**config.mk**
```make
export PLATFORM = sky130hd
export DESIGN_NAME = thss_sequencer
export DESIGN_NICKNAME = d
export VERILOG_FILES = /design/src/design/thss_sequencer.v
export VERILOG_INCLUDE_DIRS = /design/src /design/src/inc
export SDC_FILE = /design/constraint.sdc
export NUM_CORES = 2
export LEC_CHECK = 0
export BUFFER_PORTS_ARGS = -buffer_cell sky130_fd_sc_hd__buf_2
export CORE_ASPECT_RATIO = 0.6
export CORE_UTILIZATION = 30
export DETAILED_ROUTE_END_ITERATION = 8
export PLACE_DENSITY = 0.41
export SYNTH_ARGS = -nofsm -noshare
export SYNTH_HDL_FRONTEND = slang
export SYNTH_SLANG_ARGS = --single-unit
```
**constraint.sdc**
```tcl
create_clock -name aclk -period 11 [get_ports aclk]
set_input_delay 1.65 -clock aclk [delete_from_list [all_inputs] [get_ports aclk]]
set_output_delay 1.65 -clock aclk [all_outputs]
set_load 0.02 [all_outputs]
```
**src/inc/thss_map.vh**
```
`ifndef THSS_MAP_VH
`define THSS_MAP_VH
// Register byte offsets
`define THSS_CMD_OFS 4'h0
`define THSS_CYL_OFS 4'h4
`define THSS_STAT_OFS 4'h8
`define THSS_CNT_OFS 4'hC
// Command register fields
`define THSS_CMD_CODE 3:0
`define THSS_CMD_AUD 4
`define THSS_CMD_IEN 5
`define THSS_CMD_SEQ 6
`define THSS_CMD_OVL 7
`define THSS_CMD_FLOPPY 8
`define THSS_CMD_DRV 10:9
`define THSS_CMD_GO 31
// Command codes
`define THSS_OP_WHDR 4'h3
`define THSS_OP_RHDR 4'h4
`define THSS_OP_SEEK 4'h5
`define THSS_OP_DRST 4'h6
// Spare and bad header fill patterns
`define THSS_HDR_SPARE 8'hDD
`define THSS_HDR_BAD 8'hEE
// Status byte values
`define THSS_ST_DONE 8'h80
`define THSS_ST_ERR 8'h40
`define THSS_CC_OK 8'h00
`define THSS_CC_HARD 8'h21
`define THSS_CC_BADCMD 8'h22
// ECC, 32 bits
`define THSS_ECC_INIT 32'hFFFFFFFF
`define THSS_ECC_POLY 32'h04C11DB7
// Reset values
`define THSS_CMD_RST 32'h00000000
`define THSS_CYL_RST 16'h0000
`endif

```
**src/design/thss_sequencer.v**
```verilog
// Added by the designer: the placing of the registers and the AXI4-Lite register port.
`timescale 1ns/10ps
`include "thss_map.vh"
module thss_sequencer #(
	parameter DATA_LEN = 512,
	parameter MAX_SECT = 64
) (
	// Clock and reset
	input wire aclk,
	input wire aresetn,
	// AXI4-Lite slave
	input wire [3:0] s_axi_awaddr,
	input wire s_axi_awvalid,
	output reg s_axi_awready,
	input wire [31:0] s_axi_wdata,
	input wire [3:0] s_axi_wstrb,
	input wire s_axi_wvalid,
	output reg s_axi_wready,
	output reg [1:0] s_axi_bresp,
	output reg s_axi_bvalid,
	input wire s_axi_bready,
	input wire [3:0] s_axi_araddr,
	input wire s_axi_arvalid,
	output reg s_axi_arready,
	output reg [31:0] s_axi_rdata,
	output reg [1:0] s_axi_rresp,
	output reg s_axi_rvalid,
	input wire s_axi_rready,
	// Disk timing and fault
	input wire index_pulse,
	input wire sector_pulse,
	input wire byte_tick,
	input wire hard_err,
	// Header bytes from host memory
	input wire [7:0] hdr_in_data,
	input wire hdr_in_valid,
	output reg hdr_in_ready,
	// Bytes written to disk
	output reg [7:0] disk_wr_data,
	output reg disk_wr_strobe,
	output reg disk_wr_gate,
	// Header bytes read from disk
	input wire [7:0] hdr_rd_data,
	input wire hdr_rd_valid,
	// Header bytes to host memory
	output reg [7:0] dma_wr_data,
	output reg dma_wr_valid,
	input wire dma_wr_ready,
	// Seek and drive control
	input wire drive_buffered,
	input wire [3:0] seek_done,
	input wire recal_done,
	output reg [3:0] seek_req,
	output reg [15:0] seek_cyl,
	output reg drive_select,
	output reg recal_req,
	output reg fault_clear,
	output reg overlap_hold,
	// Completion
	output reg chain_halt,
	output reg pos_writeback,
	output reg done_irq
);
	localparam [7:0] S_IDLE = 8'h01;
	localparam [7:0] S_WIDX = 8'h02;
	localparam [7:0] S_FMT = 8'h04;
	localparam [7:0] S_RD = 8'h08;
	localparam [7:0] S_DMA = 8'h10;
	localparam [7:0] S_SEEK = 8'h20;
	localparam [7:0] S_RST = 8'h40;
	localparam [7:0] S_RSEL = 8'h80;
	localparam [31:0] SEC_LEN_W = DATA_LEN + 12;
	localparam [15:0] SEC_LEN = SEC_LEN_W[15:0];
	localparam DEPTH = MAX_SECT * 4;

	reg [7:0] state_reg;
	reg [31:0] cmd_reg;
	reg [15:0] cyl_reg;
	reg [7:0] stat_lo_reg;
	reg [7:0] stat_hi_reg;
	reg [7:0] phys_cnt_reg;
	reg [7:0] sect_cnt_reg;
	reg [3:0] seek_busy_reg;
	reg [3:0] seek_fin_reg;
	reg [31:0] hdr_buf_reg;
	reg [2:0] hdr_cnt_reg;
	reg [15:0] pos_reg;
	reg sect_act_reg;
	reg [31:0] ecc_reg;
	reg [1:0] rbyte_reg;
	reg [8:0] wptr_reg;
	reg [8:0] rptr_reg;
	reg [7:0] fifo_mem [0:DEPTH-1];
	reg aw_reg;
	reg [3:0] awaddr_reg;
	reg w_reg;
	reg [31:0] wdata_reg;
	reg [7:0] byte_out;
	reg [31:0] ecc_next;
	wire [3:0] code = cmd_reg[`THSS_CMD_CODE];
	wire [1:0] drv = cmd_reg[`THSS_CMD_DRV];
	wire wr_go = aw_reg && w_reg && !s_axi_bvalid;
	wire go = wr_go && awaddr_reg == `THSS_CMD_OFS &&
		wdata_reg[`THSS_CMD_GO] && state_reg == S_IDLE;
	wire ovl_ok = cmd_reg[`THSS_CMD_OVL] && !cmd_reg[`THSS_CMD_SEQ] &&
		!cmd_reg[`THSS_CMD_FLOPPY] && drive_buffered &&
		seek_busy_reg == 4'h0;
	integer i;

	// Byte sent to disk and ECC update
	always @* begin
		ecc_next = ecc_reg;
		if (pos_reg < 16'd4)
			byte_out = hdr_buf_reg[31 - 8*pos_reg[1:0] -: 8];
		else if (pos_reg < 16'd8)
			byte_out = ecc_reg[31 - 8*pos_reg[1:0] -: 8];
		else if (pos_reg < SEC_LEN - 16'd4)
			byte_out = 8'h00;
		else
			byte_out = ecc_reg[31 - 8*pos_reg[1:0] -: 8];
		if (pos_reg < 16'd4 || (pos_reg >= 16'd8 &&
			pos_reg < SEC_LEN - 16'd4)) begin
			ecc_next = ecc_reg ^ {byte_out, 24'h000000};
			for (i = 0; i < 8; i = i + 1)
				ecc_next = ecc_next[31] ?
					({ecc_next[30:0], 1'b0} ^ `THSS_ECC_POLY) :
					{ecc_next[30:0], 1'b0};
		end
	end

	// AXI4-Lite slave
	always @(posedge aclk) begin
		if (!aresetn) begin
			s_axi_awready <= 1'b1;
			s_axi_wready <= 1'b1;
			s_axi_bvalid <= 1'b0;
			s_axi_bresp <= 2'b00;
			s_axi_arready <= 1'b1;
			s_axi_rvalid <= 1'b0;
			s_axi_rresp <= 2'b00;
			s_axi_rdata <= 32'h00000000;
			aw_reg <= 1'b0;
			w_reg <= 1'b0;
			awaddr_reg <= 4'h0;
			wdata_reg <= 32'h00000000;
		end else begin
			if (s_axi_awvalid && s_axi_awready) begin
				aw_reg <= 1'b1;
				awaddr_reg <= s_axi_awaddr;
				s_axi_awready <= 1'b0;
			end
			if (s_axi_wvalid && s_axi_wready) begin
				w_reg <= 1'b1;
				wdata_reg <= s_axi_wdata;
				s_axi_wready <= 1'b0;
			end
			if (wr_go) begin
				s_axi_bvalid <= 1'b1;
				s_axi_bresp <= (awaddr_reg == `THSS_CMD_OFS ||
					awaddr_reg == `THSS_CYL_OFS ||
					awaddr_reg == `THSS_STAT_OFS ||
					awaddr_reg == `THSS_CNT_OFS) ? 2'b00 : 2'b10;
			end
			if (s_axi_bvalid && s_axi_bready) begin
				s_axi_bvalid <= 1'b0;
				aw_reg <= 1'b0;
				w_reg <= 1'b0;
				s_axi_awready <= 1'b1;
				s_axi_wready <= 1'b1;
			end
			if (s_axi_arvalid && s_axi_arready) begin
				s_axi_arready <= 1'b0;
				s_axi_rvalid <= 1'b1;
				s_axi_rresp <= 2'b00;
				case (s_axi_araddr)
				`THSS_CMD_OFS: s_axi_rdata <= {1'b0, cmd_reg[30:0]};
				`THSS_CYL_OFS: s_axi_rdata <= {16'h0000, cyl_reg};
				`THSS_STAT_OFS: s_axi_rdata <= {seek_fin_reg,
					seek_busy_reg, state_reg == S_IDLE ? 8'h00 : 8'h01,
					stat_hi_reg, stat_lo_reg};
				`THSS_CNT_OFS: s_axi_rdata <= {16'h0000,
					sect_cnt_reg, phys_cnt_reg};
				default: begin
					s_axi_rdata <= 32'h00000000;
					s_axi_rresp <= 2'b10;
				end
				endcase
			end
			if (s_axi_rvalid && s_axi_rready) begin
				s_axi_rvalid <= 1'b0;
				s_axi_arready <= 1'b1;
			end
		end
	end

	// Command sequencer
	always @(posedge aclk) begin
		if (!aresetn) begin
			state_reg <= S_IDLE;
			cmd_reg <= `THSS_CMD_RST;
			cyl_reg <= `THSS_CYL_RST;
			stat_lo_reg <= 8'h00;
			stat_hi_reg <= 8'h00;
			phys_cnt_reg <= 8'h00;
			sect_cnt_reg <= 8'h00;
			seek_busy_reg <= 4'h0;
			seek_fin_reg <= 4'h0;
			hdr_buf_reg <= 32'h00000000;
			hdr_cnt_reg <= 3'd0;
			pos_reg <= 16'd0;
			sect_act_reg <= 1'b0;
			ecc_reg <= `THSS_ECC_INIT;
			rbyte_reg <= 2'd0;
			wptr_reg <= 9'd0;
			rptr_reg <= 9'd0;
			hdr_in_ready <= 1'b0;
			disk_wr_data <= 8'h00;
			disk_wr_strobe <= 1'b0;
			disk_wr_gate <= 1'b0;
			dma_wr_data <= 8'h00;
			dma_wr_valid <= 1'b0;
			seek_req <= 4'h0;
			seek_cyl <= 16'h0000;
			drive_select <= 1'b1;
			recal_req <= 1'b0;
			fault_clear <= 1'b0;
			overlap_hold <= 1'b0;
			chain_halt <= 1'b0;
			pos_writeback <= 1'b0;
			done_irq <= 1'b0;
		end else begin
			disk_wr_strobe <= 1'b0;
			seek_req <= 4'h0;
			fault_clear <= 1'b0;
			chain_halt <= 1'b0;
			pos_writeback <= 1'b0;
			done_irq <= 1'b0;
			// Polled seek completion, set wins over software clear
			if (wr_go && awaddr_reg == `THSS_STAT_OFS)
				seek_fin_reg <= (seek_fin_reg & ~wdata_reg[31:28]) |
					(seek_busy_reg & seek_done);
			else
				seek_fin_reg <= seek_fin_reg |
					(seek_busy_reg & seek_done);
			seek_busy_reg <= seek_busy_reg & ~seek_done;
			if (wr_go && awaddr_reg == `THSS_CYL_OFS &&
				state_reg == S_IDLE)
				cyl_reg <= wdata_reg[15:0];
			case (state_reg)
			S_IDLE: begin
				overlap_hold <= 1'b0;
				if (go) begin
					cmd_reg <= wdata_reg;
					stat_lo_reg <= 8'h00;
					stat_hi_reg <= 8'h00;
					phys_cnt_reg <= 8'h00;
					sect_cnt_reg <= 8'h00;
					hdr_cnt_reg <= 3'd0;
					wptr_reg <= 9'd0;
					rptr_reg <= 9'd0;
					rbyte_reg <= 2'd0;
					case (wdata_reg[`THSS_CMD_CODE])
					`THSS_OP_WHDR, `THSS_OP_RHDR: begin
						overlap_hold <= 1'b1;
						hdr_in_ready <= wdata_reg[`THSS_CMD_CODE] ==
							`THSS_OP_WHDR;
						state_reg <= S_WIDX;
					end
					`THSS_OP_SEEK: state_reg <= S_SEEK;
					`THSS_OP_DRST: begin
						drive_select <= 1'b0;
						state_reg <= S_RST;
					end
					default: begin
						stat_lo_reg <= `THSS_ST_DONE | `THSS_ST_ERR;
						stat_hi_reg <= `THSS_CC_BADCMD;
						chain_halt <= 1'b1;
					end
					endcase
				end
			end
			S_WIDX: begin
				if (hdr_in_valid && hdr_in_ready) begin
					hdr_buf_reg <= {hdr_buf_reg[23:0], hdr_in_data};
					hdr_cnt_reg <= hdr_cnt_reg + 3'd1;
					if (hdr_cnt_reg == 3'd3)
						hdr_in_ready <= 1'b0;
				end
				if (index_pulse) begin
					sect_act_reg <= code == `THSS_OP_WHDR;
					disk_wr_gate <= code == `THSS_OP_WHDR;
					pos_reg <= 16'd0;
					ecc_reg <= `THSS_ECC_INIT;
					phys_cnt_reg <= 8'h01;
					state_reg <= code == `THSS_OP_WHDR ? S_FMT : S_RD;
				end
			end
			S_FMT: begin
				if (hdr_in_valid && hdr_in_ready) begin
					hdr_buf_reg <= {hdr_buf_reg[23:0], hdr_in_data};
					hdr_cnt_reg <= hdr_cnt_reg + 3'd1;
					if (hdr_cnt_reg == 3'd3)
						hdr_in_ready <= 1'b0;
				end
				if (sect_act_reg && byte_tick) begin
					disk_wr_data <= byte_out;
					disk_wr_strobe <= 1'b1;
					if (pos_reg == 16'd3)
						hdr_in_ready <= 1'b1;
					if (pos_reg == 16'd3)
						hdr_cnt_reg <= 3'd0;
					ecc_reg <= (pos_reg == 16'd7) ?
						`THSS_ECC_INIT : ecc_next;
					if (pos_reg == SEC_LEN - 16'd1) begin
						sect_act_reg <= 1'b0;
						sect_cnt_reg <= sect_cnt_reg + 8'd1;
					end else
						pos_reg <= pos_reg + 16'd1;
				end
				if (sector_pulse && !index_pulse) begin
					phys_cnt_reg <= phys_cnt_reg + 8'd1;
					sect_act_reg <= 1'b1;
					pos_reg <= 16'd0;
					ecc_reg <= `THSS_ECC_INIT;
				end
				// Overrun, underrun or drive fault are all hard
				if (hard_err || (sector_pulse && (sect_act_reg ||
					hdr_cnt_reg != 3'd4))) begin
					disk_wr_gate <= 1'b0;
					hdr_in_ready <= 1'b0;
					stat_lo_reg <= `THSS_ST_DONE | `THSS_ST_ERR;
					stat_hi_reg <= `THSS_CC_HARD;
					chain_halt <= 1'b1;
					done_irq <= cmd_reg[`THSS_CMD_IEN];
					state_reg <= S_IDLE;
				end else if (index_pulse && !sect_act_reg) begin
					disk_wr_gate <= 1'b0;
					hdr_in_ready <= 1'b0;
					stat_lo_reg <= `THSS_ST_DONE;
					stat_hi_reg <= `THSS_CC_OK;
					done_irq <= cmd_reg[`THSS_CMD_IEN];
					state_reg <= S_IDLE;
				end
			end
			S_RD: begin
				if (sector_pulse && !index_pulse)
					phys_cnt_reg <= phys_cnt_reg + 8'd1;
				// Missing address mark means no bytes arrive
				if (hdr_rd_valid) begin
					fifo_mem[wptr_reg[7:0]] <= hdr_rd_data;
					wptr_reg <= wptr_reg + 9'd1;
					rbyte_reg <= rbyte_reg + 2'd1;
					if (rbyte_reg == 2'd3)
						sect_cnt_reg <= sect_cnt_reg + 8'd1;
				end
				if (hard_err || (hdr_rd_valid && wptr_reg == DEPTH)) begin
					stat_lo_reg <= `THSS_ST_DONE | `THSS_ST_ERR;
					stat_hi_reg <= `THSS_CC_HARD;
					chain_halt <= 1'b1;
					done_irq <= cmd_reg[`THSS_CMD_IEN];
					state_reg <= S_IDLE;
				end else if (index_pulse)
					state_reg <= S_DMA;
			end
			S_DMA: begin
				if (dma_wr_valid && dma_wr_ready)
					dma_wr_valid <= 1'b0;
				if ((!dma_wr_valid || dma_wr_ready) &&
					rptr_reg != {sect_cnt_reg, 2'b00}) begin
					dma_wr_data <= fifo_mem[rptr_reg[7:0]];
					dma_wr_valid <= 1'b1;
					rptr_reg <= rptr_reg + 9'd1;
				end else if (!dma_wr_valid ||
					dma_wr_ready) begin
					stat_lo_reg <= `THSS_ST_DONE;
					stat_hi_reg <= `THSS_CC_OK;
					pos_writeback <= cmd_reg[`THSS_CMD_AUD];
					done_irq <= cmd_reg[`THSS_CMD_IEN];
					state_reg <= S_IDLE;
				end
			end
			S_SEEK: begin
				if (!seek_busy_reg[drv] && !seek_req[drv]) begin
					seek_req[drv] <= 1'b1;
					seek_cyl <= cyl_reg;
					seek_busy_reg[drv] <= 1'b1;
					if (ovl_ok) begin
						stat_lo_reg <= `THSS_ST_DONE;
						pos_writeback <= cmd_reg[`THSS_CMD_AUD];
						state_reg <= S_IDLE;
					end
				end else if (seek_done[drv]) begin
					stat_lo_reg <= `THSS_ST_DONE;
					stat_hi_reg <= `THSS_CC_OK;
					pos_writeback <= cmd_reg[`THSS_CMD_AUD];
					done_irq <= cmd_reg[`THSS_CMD_IEN];
					state_reg <= S_IDLE;
				end
			end
			S_RST: begin
				drive_select <= 1'b1;
				recal_req <= 1'b1;
				fault_clear <= 1'b1;
				seek_cyl <= 16'h0000;
				state_reg <= S_RSEL;
			end
			S_RSEL: begin
				if (recal_done) begin
					recal_req <= 1'b0;
					stat_lo_reg <= `THSS_ST_DONE;
					stat_hi_reg <= `THSS_CC_OK;
					done_irq <= cmd_reg[`THSS_CMD_IEN];
					state_reg <= S_IDLE;
				end
			end
			default: state_reg <= S_IDLE;
			endcase
		end
	end
endmodule // thss_sequencer

```
==> key figures <==
GRT
  – Initial antenna violation count: 39
  – Largest net degree at the start of global routing: 166
  – First-pass GRT wire length: about 400 mm
  – GRT Resource Usage Total: 18.1%
  – Vias in the first global route: just under 50k
  – GRT Residual Overflow: 0

CTS
  – TritonCTS clock tree: yes
  – Postcts setup bufs: 0
  – Worst-skew pair later-pin latency: slightly below 900 ps
  – Cts repair resizes: 0
  – Clock Tree Buf Depth: 4
  – Root buffer cell: clkbuf_16
  – CTS H-tree lvls: 4
  – Number of buffers added to fix hold violations after cts: 0
  – CTS Sinks: around 2.4k
  – Reg clk slew, reported paths: 60 ps
  – CTS Buf Count: approximately 230

Drt
  – DRT Pass-1 Iters: 7
  – Vias per Instance: 5.16
  – WL per Instance: 30.2 µm
  – Post-Route WL: between 200 and 300 mm
  – Vias: 48.8k
  – Antenna-violating nets left: 0
  – Iteration-0 DRC Markers: a little under 6k
  – Drc violations: 0

Worst setup path
  – Worst R2R Path Depth: 9
  – R2R setup slack: 5580 ps
  – Worst setup EP type: flop
  – Critical path depth in cells: 9
  – Req. time, crit path: 11730 ps
  – Reg-to-reg startpoint: rptr_reg[1]
  – CP dominant cell by count: mux4_2
  – Worst setup path category: reg2reg
  – Crit path cell chain: buf_12 -> buf_4 -> mux4_2 -> mux4_2 -> mux2i_1 -> o21ai_0 -> a211oi_1 -> or4_1 -> a21oi_1
  – WP data arrival: roughly 6200 ps
  – CP max stage cell: dfxtp_4
  – Startpoint Class: flop
  – CP max FO: 101
  – RR Endpoint: dma_wr_data[5]
  – CP delay by family, top: multiplexers
  – WP buf/inv: 2
  – Critical Path Max Stage Delay: roughly 840 ps

Worst hold path
  – Worst hold start: s_axi_rdata[31]
  – Hold path endpoint: s_axi_rdata[31]
  – Worst hold stages: 2
  – Hold Crit Class: reg2reg

STA
  – Sum Neg Setup Slack: 0 ps
  – Fin crit share: 49.3%
  – Crit path time final: 5420 ps
  – Worst-Margin Slew: 1470 ps
  – Final setup violation count: 0
  – Fmax: between 150 and 200 MHz
  – Max Slew Vio Count: 0
  – Fin. Hold Viols: 0
  – RSZ-0062 raised after global routing: false
  – Slew margin rel.: 1.93%
  – Clk_skew: 54.0 ps

Layout
  – Finished Core Util: between 30% and 40%
  – Largest register FFs: 2048
  – Layout cells sized above 1: between 20% and 30%
  – Fin cells: 9464
  – Flip-flop and latch area: 67800 µm²
  – Filler cells: 28.9k
  – Fin nets: 5322
  – Multi-input logic area: 23700 µm²
  – Area delta synth->final: 13.7%
  – Post-route cell area: about 110000 µm²

Run status
  – Status: completed

Power
  – Leakage: roughly 31 nW
  – Total power per unit cell area: 169 nW/µm²
  – Max rail drop VDD: 0.119 mV

Placement
  – Post-DP HPWL: 178 mm
  – Buffers on Ports: ~160
  – Placer's final routability congestion estimate: 0.774
  – Cell count after placement: 9053
  – Placed Area: 98500 µm²

Die
  – Initial Util: a little under a third
  – Die Width: 720 µm
  – Site Rows: 157
  – DIE AREA: 311000 µm²
  – Die H: 433 µm
  – CORE AREA: 306000 µm²
  – I/O pin total: about 170

Synthesis
  – Synth Area per Inst: 18.4 µm²
  – Asr flop ratio synth: 0%
  – Yosys reg bits: about 2.4k
  – Top-area cell type share of the netlist area: approximately two thirds
  – Ys flop type: edfxtp_1
  – Gate Count Post-Synth: 5034
  – Count of cell types in the netlist: 79
  – Synth top area cells: edfxtp_1, mux4_2, dfxtp_1, nor2_1, nand2_1
  – Post-synthesis cell area: 92700 µm²
  – Synth Warn #: 0
  – Sequential-to-total area share from yosys stat: between 70% and 80%
  – Post-synth EDFFs: 2048
  – Area leader, netlist: edfxtp_1

Job
  – Maxcap violations: 0
final cells by class:
class | instances | share of cell area, %
Antenna cell | 2 | 0.00475
Clock buffer | 300 | 5.74
Clock inverter | 109 | 0.805
Inverter | 31 | 0.115
Multi-Input combinational cell | 2343 | 22.5
Sequential cell | 2360 | 64.3
Tap cell | 4054 | 4.81
Timing Repair Buffer | 265 | 1.72
stage by stage:
stage               hold WS, ps  power, mW  setup WS [ps]
finish                      450       17.8           5580
detailed placement          444       10.4           5580
CTS                         456       18.0           5550
floorplan                   425       10.1           7310
global placement            438       10.4           5590
global route                472       18.3           5330
cells by family after synthesis:
kind of cell / synth area share [%]
buffers and inverters: 1.46
multiplexers: 16.1
flip-flops: 73.1
AO/OA/AOI/OAI: 2.89
adder cells (fa/ha/maj): 0.189
AND/OR/NAND/NOR: 4.96
other: 0.00405
XOR/XNOR: 1.34
placed cells by master (no fill, tap or decap), drive strengths merged, types with 9 or more instances in the layout:
cell type  Yosys  layout
ha            14      14
nor2         456     456
nor4          11      11
clkbuf       183     307
nand3         69      69
nand2b         9       9
inv           30      31
nor2b         22      22
and3          15      15
xnor2         68      68
mux2i         30      30
buf          118     258
a22oi         67      67
dfxtp        312     312
edfxtp      2048    2048
o22ai         18      18
bufinv         0      13
a211oi        16      16
clkinvlp       0      10
nand2        407     407
clkinv         1      86
and2          15      15
or4           11      11
mux4         646     646
o21ai         29      29
nand4         15      15
a222oi        11      11
xor2          45      45
nor3          22      22
a21oi        245     245
per-layer routing:
metal  track usage, %  vias up  wire length (µm)
met5                0        -                24
met4             2.59        4              3670
met3             4.24      253             21400
met2             23.4     1521            112000
met1             30.4    26600            149000
li1                 -    20500                 -
worst max path at each step:
stage                      end    startpoint
6_report        dma_wr_data[5]   rptr_reg[1]
5_1_grt         dma_wr_data[5]   rptr_reg[1]
4_1_cts         dma_wr_data[5]   rptr_reg[1]
3_5_place_dp    dma_wr_data[5]   rptr_reg[1]
3_3_place_gp    dma_wr_data[5]   rptr_reg[1]
2_1_floorplan  phys_cnt_reg[7]  dma_wr_ready
Yosys cell counts, types with 14 or more instances:
| library cell | number |
|---|---|
| clkbuf_1 | 183 |
| ha_1 | 14 |
| o21ai_0 | 27 |
| and2_1 | 14 |
| o22ai_1 | 18 |
| a22oi_1 | 66 |
| mux4_2 | 646 |
| inv_1 | 29 |
| a21oi_1 | 244 |
| a211oi_1 | 16 |
| nor3_1 | 22 |
| dfxtp_1 | 312 |
| nand3_1 | 69 |
| mux2i_1 | 28 |
| buf_2 | 48 |
| xnor2_1 | 64 |
| buf_1 | 60 |
| nor2_1 | 453 |
| edfxtp_1 | 2048 |
| nand2_1 | 407 |
| and3_1 | 15 |
| xor2_1 | 41 |
| nand4_1 | 15 |
| nor2b_1 | 22 |
power by group:
group          total [mW]  internal [mW]  switching, mW  leakage [nW]
logic               0.417         0.0873          0.329          7.17
registers            9.76           9.73         0.0258          20.9
clock network        7.63           4.15           3.48          3.34
total                17.8           14.0           3.84          31.4
worst register-to-register path, cell delays in order, from the launching register on:
cell and delay (ps):
dfxtp_4 840, buf_12 610, buf_4 890, mux4_2 470
mux4_2 520, mux2i_1 540, o21ai_0 450, a211oi_1 650
or4_1 230, a21oi_1 70
Power figures use the tool's default switching activity.
